$ cat src/logic/swi_cp_pkg.sv
// Purpose: shared constants and types for the trap and coprocessor executor
// Assumes: 32-bit instruction words, word-per-register bus map
// Notes: offsets are byte addresses on the register bus
package swi_cp_pkg;
	// ==========================================================
	// register map
	localparam logic [7:0] OFS_CTRL = 8'h00;
	localparam logic [7:0] OFS_INSTR = 8'h04;
	localparam logic [7:0] OFS_INSTR_ADDR = 8'h08;
	localparam logic [7:0] OFS_STATUS_REG = 8'h0C;
	localparam logic [7:0] OFS_SAVED = 8'h10;
	localparam logic [7:0] OFS_LINK = 8'h14;
	localparam logic [7:0] OFS_PC = 8'h18;
	localparam logic [7:0] OFS_BASE = 8'h1C;
	localparam logic [7:0] OFS_RESULT = 8'h20;
	localparam logic [7:0] OFS_CYCLES = 8'h24;
	localparam logic [7:0] OFS_LAST_ADDR = 8'h28;
	localparam int CTRL_START_BIT = 0;
	localparam int CTRL_RETURN_BIT = 1;
	// ==========================================================
	// result register fields
	localparam int RES_BUSY_BIT = 0;
	localparam int RES_EXEC_BIT = 1;
	localparam int RES_FOREIGN_BIT = 2;
	localparam int RES_TRAP_LSB = 4;
	// ==========================================================
	// instruction fields
	localparam int COND_LSB = 28;
	localparam int CLASS_LSB = 24;
	localparam int CP_BIT4 = 4;
	localparam int XFER_P_BIT = 24;
	localparam int XFER_U_BIT = 23;
	localparam int XFER_W_BIT = 21;
	localparam int XFER_L_BIT = 20;
	localparam int RN_LSB = 16;
	localparam int CP_NUM_LSB = 8;
	localparam int MODE_LSB = 0;
	localparam int OFFSET_SHIFT = 2;
	localparam logic [3:0] CLASS_SWI = 4'hF;
	localparam logic [3:0] CLASS_CDP = 4'hE;
	localparam logic [2:0] CLASS_XFER = 3'b110;
	localparam logic [3:0] PC_REG_NUM = 4'hF;
	// ==========================================================
	// values and counts
	localparam logic [31:0] SWI_VECTOR = 32'h0000_0008;
	localparam logic [31:0] PC_READ_AHEAD = 32'h0000_0008;
	localparam logic [31:0] WORD_STEP = 32'h0000_0004;
	localparam logic [31:0] STATUS_RST = 32'h0000_0010;
	localparam logic [4:0] SVC_MODE = 5'h13;
	localparam logic [1:0] SWI_S_CYCLES = 2'h2;
	// ==========================================================
	typedef enum logic [1:0] {
		TRAP_NONE = 2'h0,
		TRAP_SWI = 2'h1,
		TRAP_UNDEF = 2'h2,
		TRAP_ABORT = 2'h3
	} trap_t;
	typedef enum logic [5:0] {
		ST_IDLE = 6'b000001,
		ST_COND = 6'b000010,
		ST_SWI = 6'b000100,
		ST_CP_WAIT = 6'b001000,
		ST_XFER = 6'b010000,
		ST_FINISH = 6'b100000
	} exec_state_t;
endpackage

$ cat src/logic/cond_check.sv
// Purpose: evaluates an instruction condition field against the flags
// Assumes: flags given as negative, zero, carry, overflow
// Notes: purely combinational
`timescale 1ns/1ps
`default_nettype none
module cond_check (
	input wire logic [3:0] cond_i, // condition field
	input wire logic [3:0] flags_i, // n z c v
	output logic pass_o // condition holds
);
	logic n, z, c, v, base_pass;
	assign n = flags_i[3];
	assign z = flags_i[2];
	assign c = flags_i[1];
	assign v = flags_i[0];
	// ==========================================================
	// odd codes are the inverse of the even code below them
	always_comb begin
		unique case (cond_i[3:1])
			3'h0: base_pass = z;
			3'h1: base_pass = c;
			3'h2: base_pass = n;
			3'h3: base_pass = v;
			3'h4: base_pass = c & ~z;
			3'h5: base_pass = (n == v);
			3'h6: base_pass = ~z & (n == v);
			3'h7: base_pass = 1'b1;
		endcase
	end
	// code 15 is treated as never
	assign pass_o = cond_i[0] ? ~base_pass : base_pass;
endmodule
`default_nettype wire

$ cat src/logic/swi_cp_exec.sv
// Purpose: executes software trap, coprocessor data op and coprocessor transfers
// Assumes: classic wishbone slave, single clock, coprocessor moves its own data
// Notes: with no coprocessor fitted data operations and transfers trap as undefined
//
// Overview of operation
// [RULE_01] run an instruction only when its condition field passes
// [RULE_02] software trap: supervisor mode, pc to 0x08, status saved
// [RULE_03] software trap: link gets address of the following word
// [RULE_04] return command copies link to pc and saved status back
// [RULE_05] nested software trap overwrites link and saved status
// [RULE_06] low 24 bits of a software trap are ignored
// [RULE_07] software trap costs two sequential and one non-sequential cycle
// [RULE_08] without a coprocessor all coprocessor instructions trap undefined; here only data operations and transfers trap, bit 4 set in class 0xE does not
// [RULE_09] data operation: no wait for completion, no result back
// [RULE_10] data operation decode looks only at bit 4 and bits 31:24
// [RULE_11] coprocessor answers only to its own number 0 to 15
// [RULE_12] data operation costs one sequential plus one internal per busy cycle
// [RULE_13] core drives addresses, coprocessor moves data and decides count
// [RULE_14] coprocessor uses the length bit to choose short or long transfer
// [RULE_15] word offset shifted left 2, added when up, subtracted when down
// [RULE_16] offset before first word when pre, base written back only when W
// [RULE_17] each further word is four bytes above the one before
// [RULE_18] low two address bits go out unaltered
// [RULE_19] pc as base reads instruction address plus 8, no write-back
// [RULE_20] on abort: write-back still done, state kept, abort trap taken
// [RULE_21] coprocessor keeps interrupted transfers restartable
// [RULE_22] transfer costs (n-1) sequential, two non-sequential, busy internals
// [RULE_23] a refusing coprocessor raises both absent and busy
//
// Design decisions made here: the Wishbone interface to the registers and the placing of the registers.
`timescale 1ns/1ps
`default_nettype none
module swi_cp_exec
	import swi_cp_pkg::*;
#(
	parameter bit COPROC_PRESENT = 1'b0,
	parameter logic [31:0] UNDEF_VECTOR = 32'h0000_0004,
	parameter logic [31:0] ABORT_VECTOR = 32'h0000_0010
) (
	input wire logic clk_i, // system clock
	input wire logic rst_i, // synchronous reset, high
	input wire logic wb_cyc_i, // bus cycle
	input wire logic wb_stb_i, // bus strobe
	input wire logic wb_we_i, // bus write
	input wire logic [7:0] wb_adr_i, // byte address
	input wire logic [3:0] wb_sel_i, // byte lanes
	input wire logic [31:0] wb_dat_i, // write data
	output logic [31:0] wb_dat_o, // read data
	output logic wb_ack_o, // bus acknowledge
	input wire logic coproc_absent_i, // no coprocessor takes the instruction
	input wire logic coproc_busy_i, // coprocessor holds the core
	input wire logic coproc_last_i, // coprocessor marks the final word
	input wire logic mem_abort_i, // memory manager aborts this word
	output logic [31:0] cp_instr_o, // instruction offered to coprocessors
	output logic cp_offer_o, // instruction offer is live
	output logic [31:0] mem_addr_o, // transfer address
	output logic mem_req_o, // transfer word this cycle
	output logic mem_we_o, // store to memory
	output logic mem_seq_o, // sequential word
	output logic trap_o // a trap was taken, one cycle
);
	import swi_cp_pkg::*;

	// ==========================================================
	// bus slave
	logic ack_q, bus_req, wr_en, start_w, return_w;
	logic [31:0] dat_q, rd_data;
	exec_state_t state_q;
	logic idle;
	assign bus_req = wb_cyc_i & wb_stb_i;
	// write lands on the edge the master samples ack
	assign wr_en = bus_req & wb_we_i & ack_q;
	assign idle = (state_q == ST_IDLE);
	assign start_w = wr_en & (wb_adr_i == OFS_CTRL) & wb_sel_i[0]
		& wb_dat_i[CTRL_START_BIT] & idle;
	assign return_w = wr_en & (wb_adr_i == OFS_CTRL) & wb_sel_i[0]
		& wb_dat_i[CTRL_RETURN_BIT] & idle & ~wb_dat_i[CTRL_START_BIT];

	function automatic logic [31:0] merge(input logic [31:0] old, input logic [31:0] nw,
		input logic [3:0] sel);
		logic [31:0] r;
		r = old;
		for (int b = 0; b < 4; b++) begin
			if (sel[b]) begin
				r[b*8 +: 8] = nw[b*8 +: 8];
			end
		end
		return r;
	endfunction

	always_ff @(posedge clk_i) begin
		if (rst_i) begin
			ack_q <= 1'b0;
			dat_q <= 32'h0000_0000;
		end else begin
			ack_q <= bus_req & ~ack_q;
			dat_q <= rd_data;
		end
	end
	assign wb_ack_o = ack_q;
	assign wb_dat_o = dat_q;

	// ==========================================================
	// architectural and result registers
	logic [31:0] instr_q, iaddr_q, status_q, saved_q, link_q, pc_q, base_q, addr_q;
	logic [7:0] cyc_s_q, cyc_n_q, cyc_i_q;
	logic exec_q, foreign_q, abort_q, req_q, we_q, seq_q, offer_q, trap_q;
	trap_t trap_kind_q;
	logic [1:0] swi_cnt_q;

	// ==========================================================
	// decode
	logic cond_pass, is_swi, is_cdp, is_xfer, pre_w, up_w, wb_w, pc_base;
	logic [3:0] rn;
	logic [31:0] base_val, offset, mod_base, first_addr;
	cond_check u_cond (
		.cond_i(instr_q[COND_LSB +: 4]),
		.flags_i(status_q[31:28]),
		.pass_o(cond_pass)
	);
	// trap comment field below bit 24 is never looked at
	assign is_swi = (instr_q[CLASS_LSB +: 4] == CLASS_SWI); // RULE_06
	assign is_cdp = (instr_q[CLASS_LSB +: 4] == CLASS_CDP) & ~instr_q[CP_BIT4]; // RULE_10
	assign is_xfer = (instr_q[CLASS_LSB + 1 +: 3] == CLASS_XFER);
	assign pre_w = instr_q[XFER_P_BIT];
	assign up_w = instr_q[XFER_U_BIT];
	assign rn = instr_q[RN_LSB +: 4];
	assign pc_base = (rn == PC_REG_NUM);
	assign base_val = pc_base ? iaddr_q + PC_READ_AHEAD : base_q; // RULE_19
	// pc is never written back even with W set
	assign wb_w = instr_q[XFER_W_BIT] & ~pc_base; // RULE_19
	assign offset = {22'h00_0000, instr_q[7:0], 2'h0}; // RULE_15
	assign mod_base = up_w ? base_val + offset : base_val - offset; // RULE_15
	// low address bits pass through untouched
	assign first_addr = pre_w ? mod_base : base_val; // RULE_16 RULE_18

	// ==========================================================
	// coprocessor answer
	logic cp_refuse, cp_wait, cp_take, enter_undef, last_word;
	// absent with busy is an explicit refusal
	assign cp_refuse = coproc_absent_i; // RULE_23
	assign cp_wait = coproc_busy_i & ~coproc_absent_i;
	assign cp_take = ~coproc_busy_i & ~coproc_absent_i;
	// the coprocessor, not the core, ends the burst
	assign last_word = coproc_last_i; // RULE_13
	assign enter_undef = (state_q == ST_COND) & cond_pass & ~is_swi & (is_cdp | is_xfer)
		& ~COPROC_PRESENT; // RULE_08

	// ==========================================================
	// sequencer
	exec_state_t state_d;
	always_comb begin
		state_d = state_q;
		unique case (state_q)
			ST_IDLE: begin
				if (start_w) begin
					state_d = ST_COND;
				end
			end
			ST_COND: begin
				if (!cond_pass) begin
					state_d = ST_FINISH; // RULE_01
				end else if (is_swi) begin
					state_d = ST_SWI;
				end else if ((is_cdp | is_xfer) & COPROC_PRESENT) begin
					state_d = ST_CP_WAIT;
				end else begin
					state_d = ST_FINISH;
				end
			end
			ST_SWI: begin
				if (swi_cnt_q == SWI_S_CYCLES) begin
					state_d = ST_FINISH; // RULE_07
				end
			end
			ST_CP_WAIT: begin
				if (cp_refuse) begin
					state_d = ST_FINISH;
				end else if (cp_take) begin
					// data operation leaves at once, work overlaps
					state_d = is_cdp ? ST_FINISH : ST_XFER; // RULE_09
				end
			end
			ST_XFER: begin
				if (last_word) begin
					state_d = ST_FINISH;
				end
			end
			ST_FINISH: state_d = ST_IDLE;
			default: state_d = ST_IDLE;
		endcase
	end

	always_ff @(posedge clk_i) begin
		if (rst_i) begin
			state_q <= ST_IDLE;
		end else begin
			state_q <= state_d;
		end
	end

	// ==========================================================
	// trap events
	logic swi_fire, undef_fire, xfer_done, abort_fire, trap_fire;
	logic [31:0] trap_pc;
	assign swi_fire = (state_q == ST_SWI) & (swi_cnt_q == SWI_S_CYCLES);
	assign undef_fire = enter_undef | ((state_q == ST_CP_WAIT) & cp_refuse);
	assign xfer_done = (state_q == ST_XFER) & last_word;
	assign abort_fire = xfer_done & (abort_q | mem_abort_i); // RULE_20
	assign trap_fire = swi_fire | undef_fire | abort_fire;
	assign trap_pc = swi_fire ? SWI_VECTOR : (undef_fire ? UNDEF_VECTOR : ABORT_VECTOR);

	always_ff @(posedge clk_i) begin
		if (rst_i) begin
			swi_cnt_q <= 2'h0;
		end else if (state_q == ST_SWI) begin
			swi_cnt_q <= swi_cnt_q + 2'h1;
		end else begin
			swi_cnt_q <= 2'h0;
		end
	end

	// ==========================================================
	// status, saved status, link, pc
	always_ff @(posedge clk_i) begin
		if (rst_i) begin
			status_q <= STATUS_RST;
			saved_q <= 32'h0000_0000;
			link_q <= 32'h0000_0000;
			pc_q <= 32'h0000_0000;
		end else if (swi_fire) begin
			// a nested trap simply overwrites the return state
			saved_q <= status_q; // RULE_02 RULE_05
			link_q <= iaddr_q + WORD_STEP; // RULE_03 RULE_05
			status_q[MODE_LSB +: 5] <= SVC_MODE; // RULE_02
			pc_q <= trap_pc; // RULE_02
		end else if (undef_fire | abort_fire) begin
			pc_q <= trap_pc; // RULE_08 RULE_20
		end else if (return_w) begin
			pc_q <= link_q; // RULE_04
			status_q <= saved_q; // RULE_04
		end else if (wr_en & idle) begin
			if (wb_adr_i == OFS_STATUS_REG) begin
				status_q <= merge(status_q, wb_dat_i, wb_sel_i);
			end
			if (wb_adr_i == OFS_SAVED) begin
				saved_q <= merge(saved_q, wb_dat_i, wb_sel_i);
			end
			if (wb_adr_i == OFS_LINK) begin
				link_q <= merge(link_q, wb_dat_i, wb_sel_i);
			end
			if (wb_adr_i == OFS_PC) begin
				pc_q <= merge(pc_q, wb_dat_i, wb_sel_i);
			end
		end
	end

	// ==========================================================
	// instruction, its address and the base register
	always_ff @(posedge clk_i) begin
		if (rst_i) begin
			instr_q <= 32'h0000_0000;
			iaddr_q <= 32'h0000_0000;
			base_q <= 32'h0000_0000;
		end else if (xfer_done) begin
			// write-back happens even when the burst aborted
			if (wb_w) begin
				base_q <= mod_base; // RULE_16 RULE_20
			end
		end else if (wr_en & idle) begin
			if (wb_adr_i == OFS_INSTR) begin
				instr_q <= merge(instr_q, wb_dat_i, wb_sel_i);
			end
			if (wb_adr_i == OFS_INSTR_ADDR) begin
				iaddr_q <= merge(iaddr_q, wb_dat_i, wb_sel_i);
			end
			if (wb_adr_i == OFS_BASE) begin
				base_q <= merge(base_q, wb_dat_i, wb_sel_i);
			end
		end
	end

	// ==========================================================
	// cycle accounting: sequential, non-sequential, internal
	always_ff @(posedge clk_i) begin
		if (rst_i || start_w) begin
			cyc_s_q <= 8'h00;
			cyc_n_q <= 8'h00;
			cyc_i_q <= 8'h00;
		end else begin
			if ((state_q == ST_SWI) && (swi_cnt_q != SWI_S_CYCLES)) begin
				cyc_s_q <= cyc_s_q + 8'h01; // RULE_07
			end else if ((state_q == ST_CP_WAIT) && cp_take && is_cdp) begin
				cyc_s_q <= cyc_s_q + 8'h01; // RULE_12
			end else if ((state_q == ST_XFER) && seq_q) begin
				cyc_s_q <= cyc_s_q + 8'h01; // RULE_22
			end
			if (swi_fire) begin
				cyc_n_q <= cyc_n_q + 8'h01; // RULE_07
			end else if ((state_q == ST_CP_WAIT) && cp_take && !is_cdp) begin
				cyc_n_q <= cyc_n_q + 8'h01; // RULE_22
			end else if (xfer_done) begin
				cyc_n_q <= cyc_n_q + 8'h01; // RULE_22
			end
			if ((state_q == ST_CP_WAIT) && cp_wait) begin
				cyc_i_q <= cyc_i_q + 8'h01; // RULE_12 RULE_22
			end
		end
	end

	// ==========================================================
	// transfer port
	always_ff @(posedge clk_i) begin
		if (rst_i) begin
			addr_q <= 32'h0000_0000;
			req_q <= 1'b0;
			we_q <= 1'b0;
			seq_q <= 1'b0;
			abort_q <= 1'b0;
			offer_q <= 1'b0;
		end else begin
			offer_q <= (state_d == ST_CP_WAIT);
			if ((state_q == ST_CP_WAIT) && cp_take && !is_cdp) begin
				addr_q <= first_addr; // RULE_13 RULE_16
				req_q <= 1'b1;
				we_q <= ~instr_q[XFER_L_BIT];
				seq_q <= 1'b0;
				abort_q <= 1'b0;
			end else if (state_q == ST_XFER) begin
				// an abort is remembered and the burst runs to its end
				abort_q <= abort_q | mem_abort_i; // RULE_20
				if (last_word) begin
					req_q <= 1'b0;
					seq_q <= 1'b0;
				end else begin
					addr_q <= addr_q + WORD_STEP; // RULE_17
					seq_q <= 1'b1;
				end
			end
		end
	end
	assign mem_addr_o = addr_q;
	assign mem_req_o = req_q;
	assign mem_we_o = we_q;
	assign mem_seq_o = seq_q;
	assign cp_offer_o = offer_q;
	assign cp_instr_o = instr_q;

	// ==========================================================
	// outcome flags
	always_ff @(posedge clk_i) begin
		if (rst_i) begin
			exec_q <= 1'b0;
			foreign_q <= 1'b0;
			trap_kind_q <= TRAP_NONE;
			trap_q <= 1'b0;
		end else begin
			trap_q <= trap_fire;
			if (start_w) begin
				exec_q <= 1'b0;
				foreign_q <= 1'b0;
				trap_kind_q <= TRAP_NONE;
			end else if (state_q == ST_COND) begin
				exec_q <= cond_pass; // RULE_01
				foreign_q <= cond_pass & ~is_swi & ~is_cdp & ~is_xfer;
			end
			if (swi_fire) begin
				trap_kind_q <= TRAP_SWI;
			end else if (undef_fire) begin
				trap_kind_q <= TRAP_UNDEF;
			end else if (abort_fire) begin
				trap_kind_q <= TRAP_ABORT;
			end
		end
	end
	assign trap_o = trap_q;

	// ==========================================================
	// read mux, unmapped words read zero
	logic [31:0] result_w;
	assign result_w = {26'h000_0000, trap_kind_q, 1'b0, foreign_q, exec_q, ~idle};
	always_comb begin
		unique case (wb_adr_i)
			OFS_INSTR: rd_data = instr_q;
			OFS_INSTR_ADDR: rd_data = iaddr_q;
			OFS_STATUS_REG: rd_data = status_q;
			OFS_SAVED: rd_data = saved_q;
			OFS_LINK: rd_data = link_q;
			OFS_PC: rd_data = pc_q;
			OFS_BASE: rd_data = base_q;
			OFS_RESULT: rd_data = result_w;
			OFS_CYCLES: rd_data = {8'h00, cyc_s_q, cyc_n_q, cyc_i_q};
			OFS_LAST_ADDR: rd_data = addr_q;
			default: rd_data = 32'h0000_0000;
		endcase
	end
endmodule
`default_nettype wire

$ cat config.mk
export PLATFORM = sky130hd
export DESIGN_NAME = swi_cp_exec
export DESIGN_NICKNAME = d
export VERILOG_FILES = /design/src/logic/swi_cp_pkg.sv /design/src/logic/cond_check.sv /design/src/logic/swi_cp_exec.sv
export SDC_FILE = /design/constraint.sdc
export NUM_CORES = 1
export LEC_CHECK = 0
export BUFFER_PORTS_ARGS = -buffer_cell sky130_fd_sc_hd__buf_2
export CAP_MARGIN = 10
export CELL_PAD_IN_SITES_DETAIL_PLACEMENT = 1
export CELL_PAD_IN_SITES_GLOBAL_PLACEMENT = 1
export CORE_MARGIN = 2
export CORE_UTILIZATION = 41
export CTS_CLUSTER_SIZE = 16
export DETAILED_ROUTE_END_ITERATION = 16
export PLACE_DENSITY_LB_ADDON = 0.1
export SYNTH_ARGS = -nofsm -noshare
export SYNTH_HDL_FRONTEND = slang
export SYNTH_SLANG_ARGS = --single-unit
$ cat constraint.sdc
create_clock -name clk_i -period 3.44 [get_ports clk_i]
set_input_delay 0.172 -clock clk_i [delete_from_list [all_inputs] [get_ports clk_i]]
set_output_delay 0.172 -clock clk_i [all_outputs]
set_load 0.05 [all_outputs]
==> impl_metrics.toml, run 1 <==
[outcome]
status = "finished, violations left"
violations = "negative setup slack"

[critical_path]
crit_slowest_cell = "or4_4"
crit_chain = "or4_4 -> nor4_4 -> buf_4 -> ha_4 -> mux2_4 -> ha_4 -> and2_4 -> and4_1 -> a211o_4 -> a31oi_4 -> buf_4 -> o21ai_1 -> xnor2_1 -> mux2i_1 -> buf_4 -> a21oi_2"
crit_type = "flip-flop to flip-flop"
cp_common_cell = "buf_4"
critPathBufInv = 3
end_kind = "flip-flop"
cp_data_required_time_ns = 3.95
path_delay_family = "simple AND/OR/NAND/NOR gates"
crit_fanout = 4
reg2reg_slack_ns = -0.35
worst_path_largest_cell_delay_ns = 0.57
critical_path_arrival_ns = 4.29
crit_start = "cp_instr_o[5]"
rr_startpoint = "cp_instr_o[5]"
start_kind = "flip-flop"

[sta]
period_share = 1.10
rsz0062_at_grt = "true"
hold_slack_ns = 0.0452
worst_pin_slew_ns = 1.00
skew_ns = 0.0315
hold_violations = 0
setup_viol = 36
timing.final.ws_setup_ns = -0.347
max_slew_margin = 0.332
drv_slew = 0
fmax_mhz = 264
fin_crit_ns = 3.79

[drt]
postRouteWirelength_um = 95000
dr.pass1.iters = 9
ant_nets = 0
drt_iter0_markers = 2809
drc = 0
vias_per_cell = 6.34
avgRoutedWirePerCell_um = 28.3
vias = 21300

[cts]
cts_made_buffers = 42
cts.sink_count = 331
tritoncts = "built"
clkTransAtPathRegs_ns = 0.06
clock_latency_ns = 0.60
cts_root_buffer = "clkbuf_16"
clk_path_buf_depth = 3
htree_levels = 2

[synth]
synth_nets = 2442
ys_ff_latch = 331
async_reset_ff_frac = 0
synth_area_sq_um = 18700
syn_area_per_cell_sq_um = 7.96
synth_ff_type = "dfxtp_1"
synth_warnings = 0
ys_types = 82
synth-edff-count = 0
synthCells = 2348
yosysSeqAreaShare = 0.355

[place]
post-place-ws_ns = -0.479
portBuffers = 154
gp_congestion = 0.956
dp_hpwl_um = 69300

[finish]
nets = 2814
n_fill_cell = 5451
seq_area_sq_um = 6670
drive_above_1_share = 0.261
multiInputGateArea_sq_um = 12000
area_delta_synth_final_pct = 31.1

[floorplanning]
die_w_um = 217
core_area_sq_um = 45200
pin_count = 155
start_util = 0.413
placement_rows = 78
die_y_um = 217
die-area_sq_um = 47300

[power]
switching_power_mw = 2.13
p_int_mw = 6.69
power_switching_share = 0.242
finalPower_mw = 8.82
p_comb_frac = 0.036
p_seq_frac = 0.434
powerDensity_nw_per_um2 = 360
p_leak_nw = 9.37
clkPwrFrac = 0.530
ir_drop_v = 0.000319

[min_path]
worst_hold_path_type = "primary input to flip-flop"
hp-start = "coproc_absent_i"

[global_route]
grt.overflow.total = 0
grt_start_max_net_pins = 90
antenna_found_initial = 3
grt_pass1_wl_um = 139000
grt_use_total = 0.392
first_global_vias = 20900

[run]
maxCapViolations = 0
-- metrics by stage --
| step | TNS [ns] | util | cell area [sq um] | instances |
|---|---|---|---|---|
| finish | -6.72 | 0.542 | 24500 | 3354 |
| floorplan | -0.739 | - | 18800 | 2348 |
| detailed placement | -11.31 | 0.485 | 21900 | 3219 |
| global route | -12.13 | 0.542 | 24500 | 3353 |
| global placement | -9.44 | 0.485 | 21900 | 3219 |
| CTS | -6.00 | 0.533 | 24100 | 3344 |
-- Yosys cell counts, types with 53 or more instances --
library cell / count / area, sq um
a211oi_1: 72 / 541
a21oi_1: 158 / 791
a311oi_1: 57 / 499
clkbuf_1: 122 / 458
dfxtp_1: 331 / 6630
mux2i_1: 83 / 831
nand2_1: 292 / 1100
nand3_1: 53 / 265
nor2_1: 321 / 1200
o21ai_0: 112 / 561
xnor2_1: 53 / 464
xor2_1: 61 / 534
-- kinds of logic after synthesis --
logic type | Yosys count | share of synthesized area
compound gates | 702 | 0.259
xor+xnor | 114 | 0.0534
mux | 88 | 0.0475
buf+inv | 190 | 0.0414
flops | 331 | 0.355
simple gates | 882 | 0.216
fa+ha+maj | 41 | 0.0279
-- placed cells by master, fill, tap and decap left out, types with 56 or more instances in the layout --
cell type / count
buf_4: 294
mux2i_1: 82
o21ai_0: 83
dfxtp_1: 312
a21oi_1: 143
a211oi_1: 65
buf_2: 153
a311oi_1: 56
nand2_1: 282
nor2_1: 310
-- tightest hold or removal path, delay by kind of cell --
family / cells / cell delay [ns]
AOI/OAI and AO/OA: 3 / 0.21
buffers and inverters: 1 / 0.13
and+or+nand+nor: 1 / 0.08
-- path summary, 6_finish.rpt --
path,to,cells past startpoint
max,mem_addr_o[23],16
min,state_q[5],5
max reg2reg,mem_addr_o[23],16
min reg2reg,swi_cnt_q[0],1
-- sequential cells by signal, indices dropped and copies added (netlist names), 6 cells and up --
| name | flops |
|---|---|
| base_q | 32 |
| cp_instr_o | 32 |
| cyc_i_q | 8 |
| cyc_n_q | 8 |
| cyc_s_q | 8 |
| iaddr_q | 32 |
| link_q | 32 |
| mem_addr_o | 32 |
| pc_q | 32 |
| saved_q | 32 |
| state_q | 6 |
| status_q | 32 |
| wb_dat_o | 32 |
-- final cells by class --
class,instances,area share
tap,600,0.0307
clock buffer,60,0.0494
inverter,20,0.00307
antenna,1,0.000102
sequential,331,0.272
clock inverter,17,0.00915
timing repair buffer,498,0.145
multi-input combinational,1827,0.490
-- power by group through the flow --
stage | clock network (mW) | registers (mW) | logic (mW)
after global routing | 4.84 | 3.83 | 0.333
after floorplan | 0 | 3.92 | 0.123
after detailed placement | 0 | 3.92 | 0.272
after CTS | 4.69 | 3.83 | 0.305
after global placement | 0 | 3.92 | 0.269
final | 4.67 | 3.83 | 0.316
-- layer usage --
metal | up-vias | global-route usage | wire (um)
li1 | 9358 | - | -
met1 | 10600 | 0.551 | 41300
met2 | 1107 | 0.585 | 40800
met3 | 208 | 0.0900 | 9360
met4 | 2 | 0.139 | 3530
met5 | - | 0 | 13
-- repair_timing --
item | 4_1_cts | 5_1_grt
endpoints found under the hold margin | 113 | 0
setup endpoints to repair | 39 | 46
cloned | 0 | 0
pin swaps | 42 | 60
hold buffers | 36 | 0
resized for setup | 72 | 73
setup buffers | 13 | 10
Power figures use the tool's default switching activity.
==> inputs of run 2 (changes only) <==
--- a/config.mk
+++ b/config.mk
@@ -14,6 +14,8 @@
 export CTS_CLUSTER_SIZE = 16
 export DETAILED_ROUTE_END_ITERATION = 16
 export PLACE_DENSITY_LB_ADDON = 0.1
+export SETUP_SLACK_MARGIN = 0.02
 export SYNTH_ARGS = -nofsm -noshare
 export SYNTH_HDL_FRONTEND = slang
+export SYNTH_HIERARCHICAL = 1
 export SYNTH_SLANG_ARGS = --single-unit
==> impl_metrics.toml, run 2 <==
[power]
p_leak_nw = 9.32
finalPower_mw = 8.66
powerDensity_nw_per_um2 = 352
ir_drop_v = 0.000331

[min_path]
worst_hold_path_type = "primary input to flip-flop"
hold_depth = 5
min_to = "mem_addr_o[3]"
hp-start = "coproc_last_i"

[place]
placed_cells = 3249
dpl_cell_area_sq_um = 21800
portBuffers = 154
gp_congestion = 0.930
dp_hpwl_um = 68000

[drt]
postRouteWirelength_um = 92200
vias = 21200
ant_nets = 0
vias_per_cell = 6.26
drt_iter0_markers = 2357
avgRoutedWirePerCell_um = 27.2
drc = 0
dr.pass1.iters = 8

[synth]
syn_area_per_cell_sq_um = 7.84
synth_most_common_cell = "nand2_1"
yosysSeqAreaShare = 0.355
synth-edff-count = 0
async_reset_ff_frac = 0
post-synth-top-area-fraction = 0.355
synth_area_sq_um = 18700
ys_ff_latch = 331
synthTopCellsByArea = "dfxtp_1 36%, nand2_1 7.6%, a21oi_1 6.0%"
yosysTopAreaCell = "dfxtp_1"
ys_types = 83
synth_warnings = 6
synthCells = 2379
synth_nets = 2473
synth_common_cells = "377 x nand2_1, 331 x dfxtp_1, 275 x nor2_1"
synth_ff_type = "dfxtp_1"

[finish]
layout_commonest_cell = "nand2_1"
drive_above_1_share = 0.256
layout.cells.non_filler = 3388
post-route-util = 0.544
nets = 2848
stdcell_area_sq_um = 24600
final_cell_mix = "370 x nand2_1, 314 x dfxtp_1, 285 x buf_4"
area_delta_synth_final_pct = 31.7

[global_route]
grt_pass1_wl_um = 135000
antenna_found_initial = 6
grt_start_max_net_pins = 94
grt_use_total = 0.380
grt.overflow.total = 0
first_global_vias = 21200

[critical_path]
crit_slowest_cell = "dfxtp_2"
critical_path_arrival_ns = 3.94
reg2reg_slack_ns = -0.01
cp_data_required_time_ns = 3.93
path_delay_family = "compound AO/OA/AOI/OAI gates"
r2r-end = "base_q[30]"
critPathBufInv = 3
start_kind = "flip-flop"
crit_type = "flip-flop to flip-flop"
worst_path_largest_cell_delay_ns = 0.35
rr_startpoint = "iaddr_q[5]"
end_kind = "flip-flop"
rr_worst_depth = 17
crit_chain = "and4_4 -> nand4_1 -> buf_6 -> nor3_4 -> nand3_2 -> xor2_2 -> o21ai_1 -> ha_1 -> buf_6 -> inv_1 -> o21bai_1 -> a211oi_2 -> o21bai_1 -> a21oi_2 -> o211ai_1 -> xnor2_2 -> a221oi_2"
crit_fanout = 5

[cts]
cts_root_buffer = "clkbuf_16"
clock_latency_ns = 0.60
tritoncts = "built"
clkTransAtPathRegs_ns = 0.06
htree_levels = 2
cts.sink_count = 331
cts_made_buffers = 41
clk_path_buf_depth = 3

[sta]
fin_crit_ns = 3.45
skew_ns = 0.0270
hold_violations = 0
max_slew_margin = 0.245
rsz0062_at_grt = "true"
worst_pin_slew_ns = 1.13
drv_slew = 0
fmax_mhz = 290
setup_viol = 2
period_share = 1.00
timing.final.ws_setup_ns = -0.0124

[outcome]
violations = "negative setup slack"
status = "finished, violations left"

[floorplanning]
die_w_um = 217
start_util = 0.413
core_area_sq_um = 45200
die_y_um = 217
die-area_sq_um = 47200
pin_count = 155
placement_rows = 78

[run]
maxCapViolations = 0
run 2: repair_timing:
action	CTS	global route
resized for setup	66	118
hold endpoints to repair	108	0
setup endpoints to repair	36	71
hold buffers	39	0
buffers inserted	5	18
pin swaps	19	37
run 2: logic make-up after synthesis:
| family | synth area share |
|---|---|
| DFF | 0.355 |
| and+or+nand+nor | 0.222 |
| AOI/OAI and AO/OA | 0.266 |
| adders and majority gates | 0.0279 |
| xor gates and xnor gates | 0.0596 |
| buffers and inverters | 0.0443 |
| muxes | 0.0254 |
run 2: worst reg2reg max path: cells and delay by family (launching register included):
kind | cells | cell delay [ns]
adders and majority gates | 1 | 0.34
DFF | 1 | 0.35
and+or+nand+nor | 4 | 0.66
xor gates and xnor gates | 2 | 0.42
buffers and inverters | 3 | 0.37
AOI/OAI and AO/OA | 7 | 1.22
run 2: metal layers:
metal / up-vias / part of all wire / track usage
met5: - / 0.00046 / 0
met4: 6 / 0.035 / 0.141
met3: 203 / 0.12 / 0.127
met2: 1110 / 0.42 / 0.553
met1: 10400 / 0.42 / 0.518
li1: 9457 / - / -
run 2: metrics by stage:
| step | hold slack, ns | TNS (ns) | worst slack [ns] |
|---|---|---|---|
| detailed placement | 0.418 | -4.69 | -0.343 |
| finish | 0.155 | -0.0138 | -0.0124 |
| global placement | 0.409 | -2.47 | -0.252 |
| floorplan | 0.275 | 0 | 0.000989 |
| global route | 0.174 | -2.28 | -0.238 |
| CTS | 0.102 | -0.146 | -0.0467 |
run 2: report_power, final:
group | total (mW) | switching, mW | internal, mW
Clock | 4.51 | 1.88 | 2.63
Combinational | 0.315 | 0.219 | 0.0965
Sequential | 3.83 | 0.000541 | 3.83
run 2: area by class of cell:
type,count,area (sq um)
flip-flops and latches,331,6660
diodes,4,10.0
inverters,28,105
fillers,5433,20600
repair buffers,497,3590
multi-input cells,1855,12100
clock inverters,13,166
clock buffers,60,1190
well taps,600,751
run 2: how the worst max path moves through the flow:
stage                        from              to  depth (start not counted)
finish                 iaddr_q[5]      base_q[30]                         17
global route           iaddr_q[7]      base_q[31]                         15
CTS                    iaddr_q[7]  mem_addr_o[27]                         16
detailed placement     iaddr_q[7]      base_q[31]                         15
global placement      iaddr_q[10]      base_q[31]                         14
floorplan           cp_instr_o[4]      base_q[29]                         15
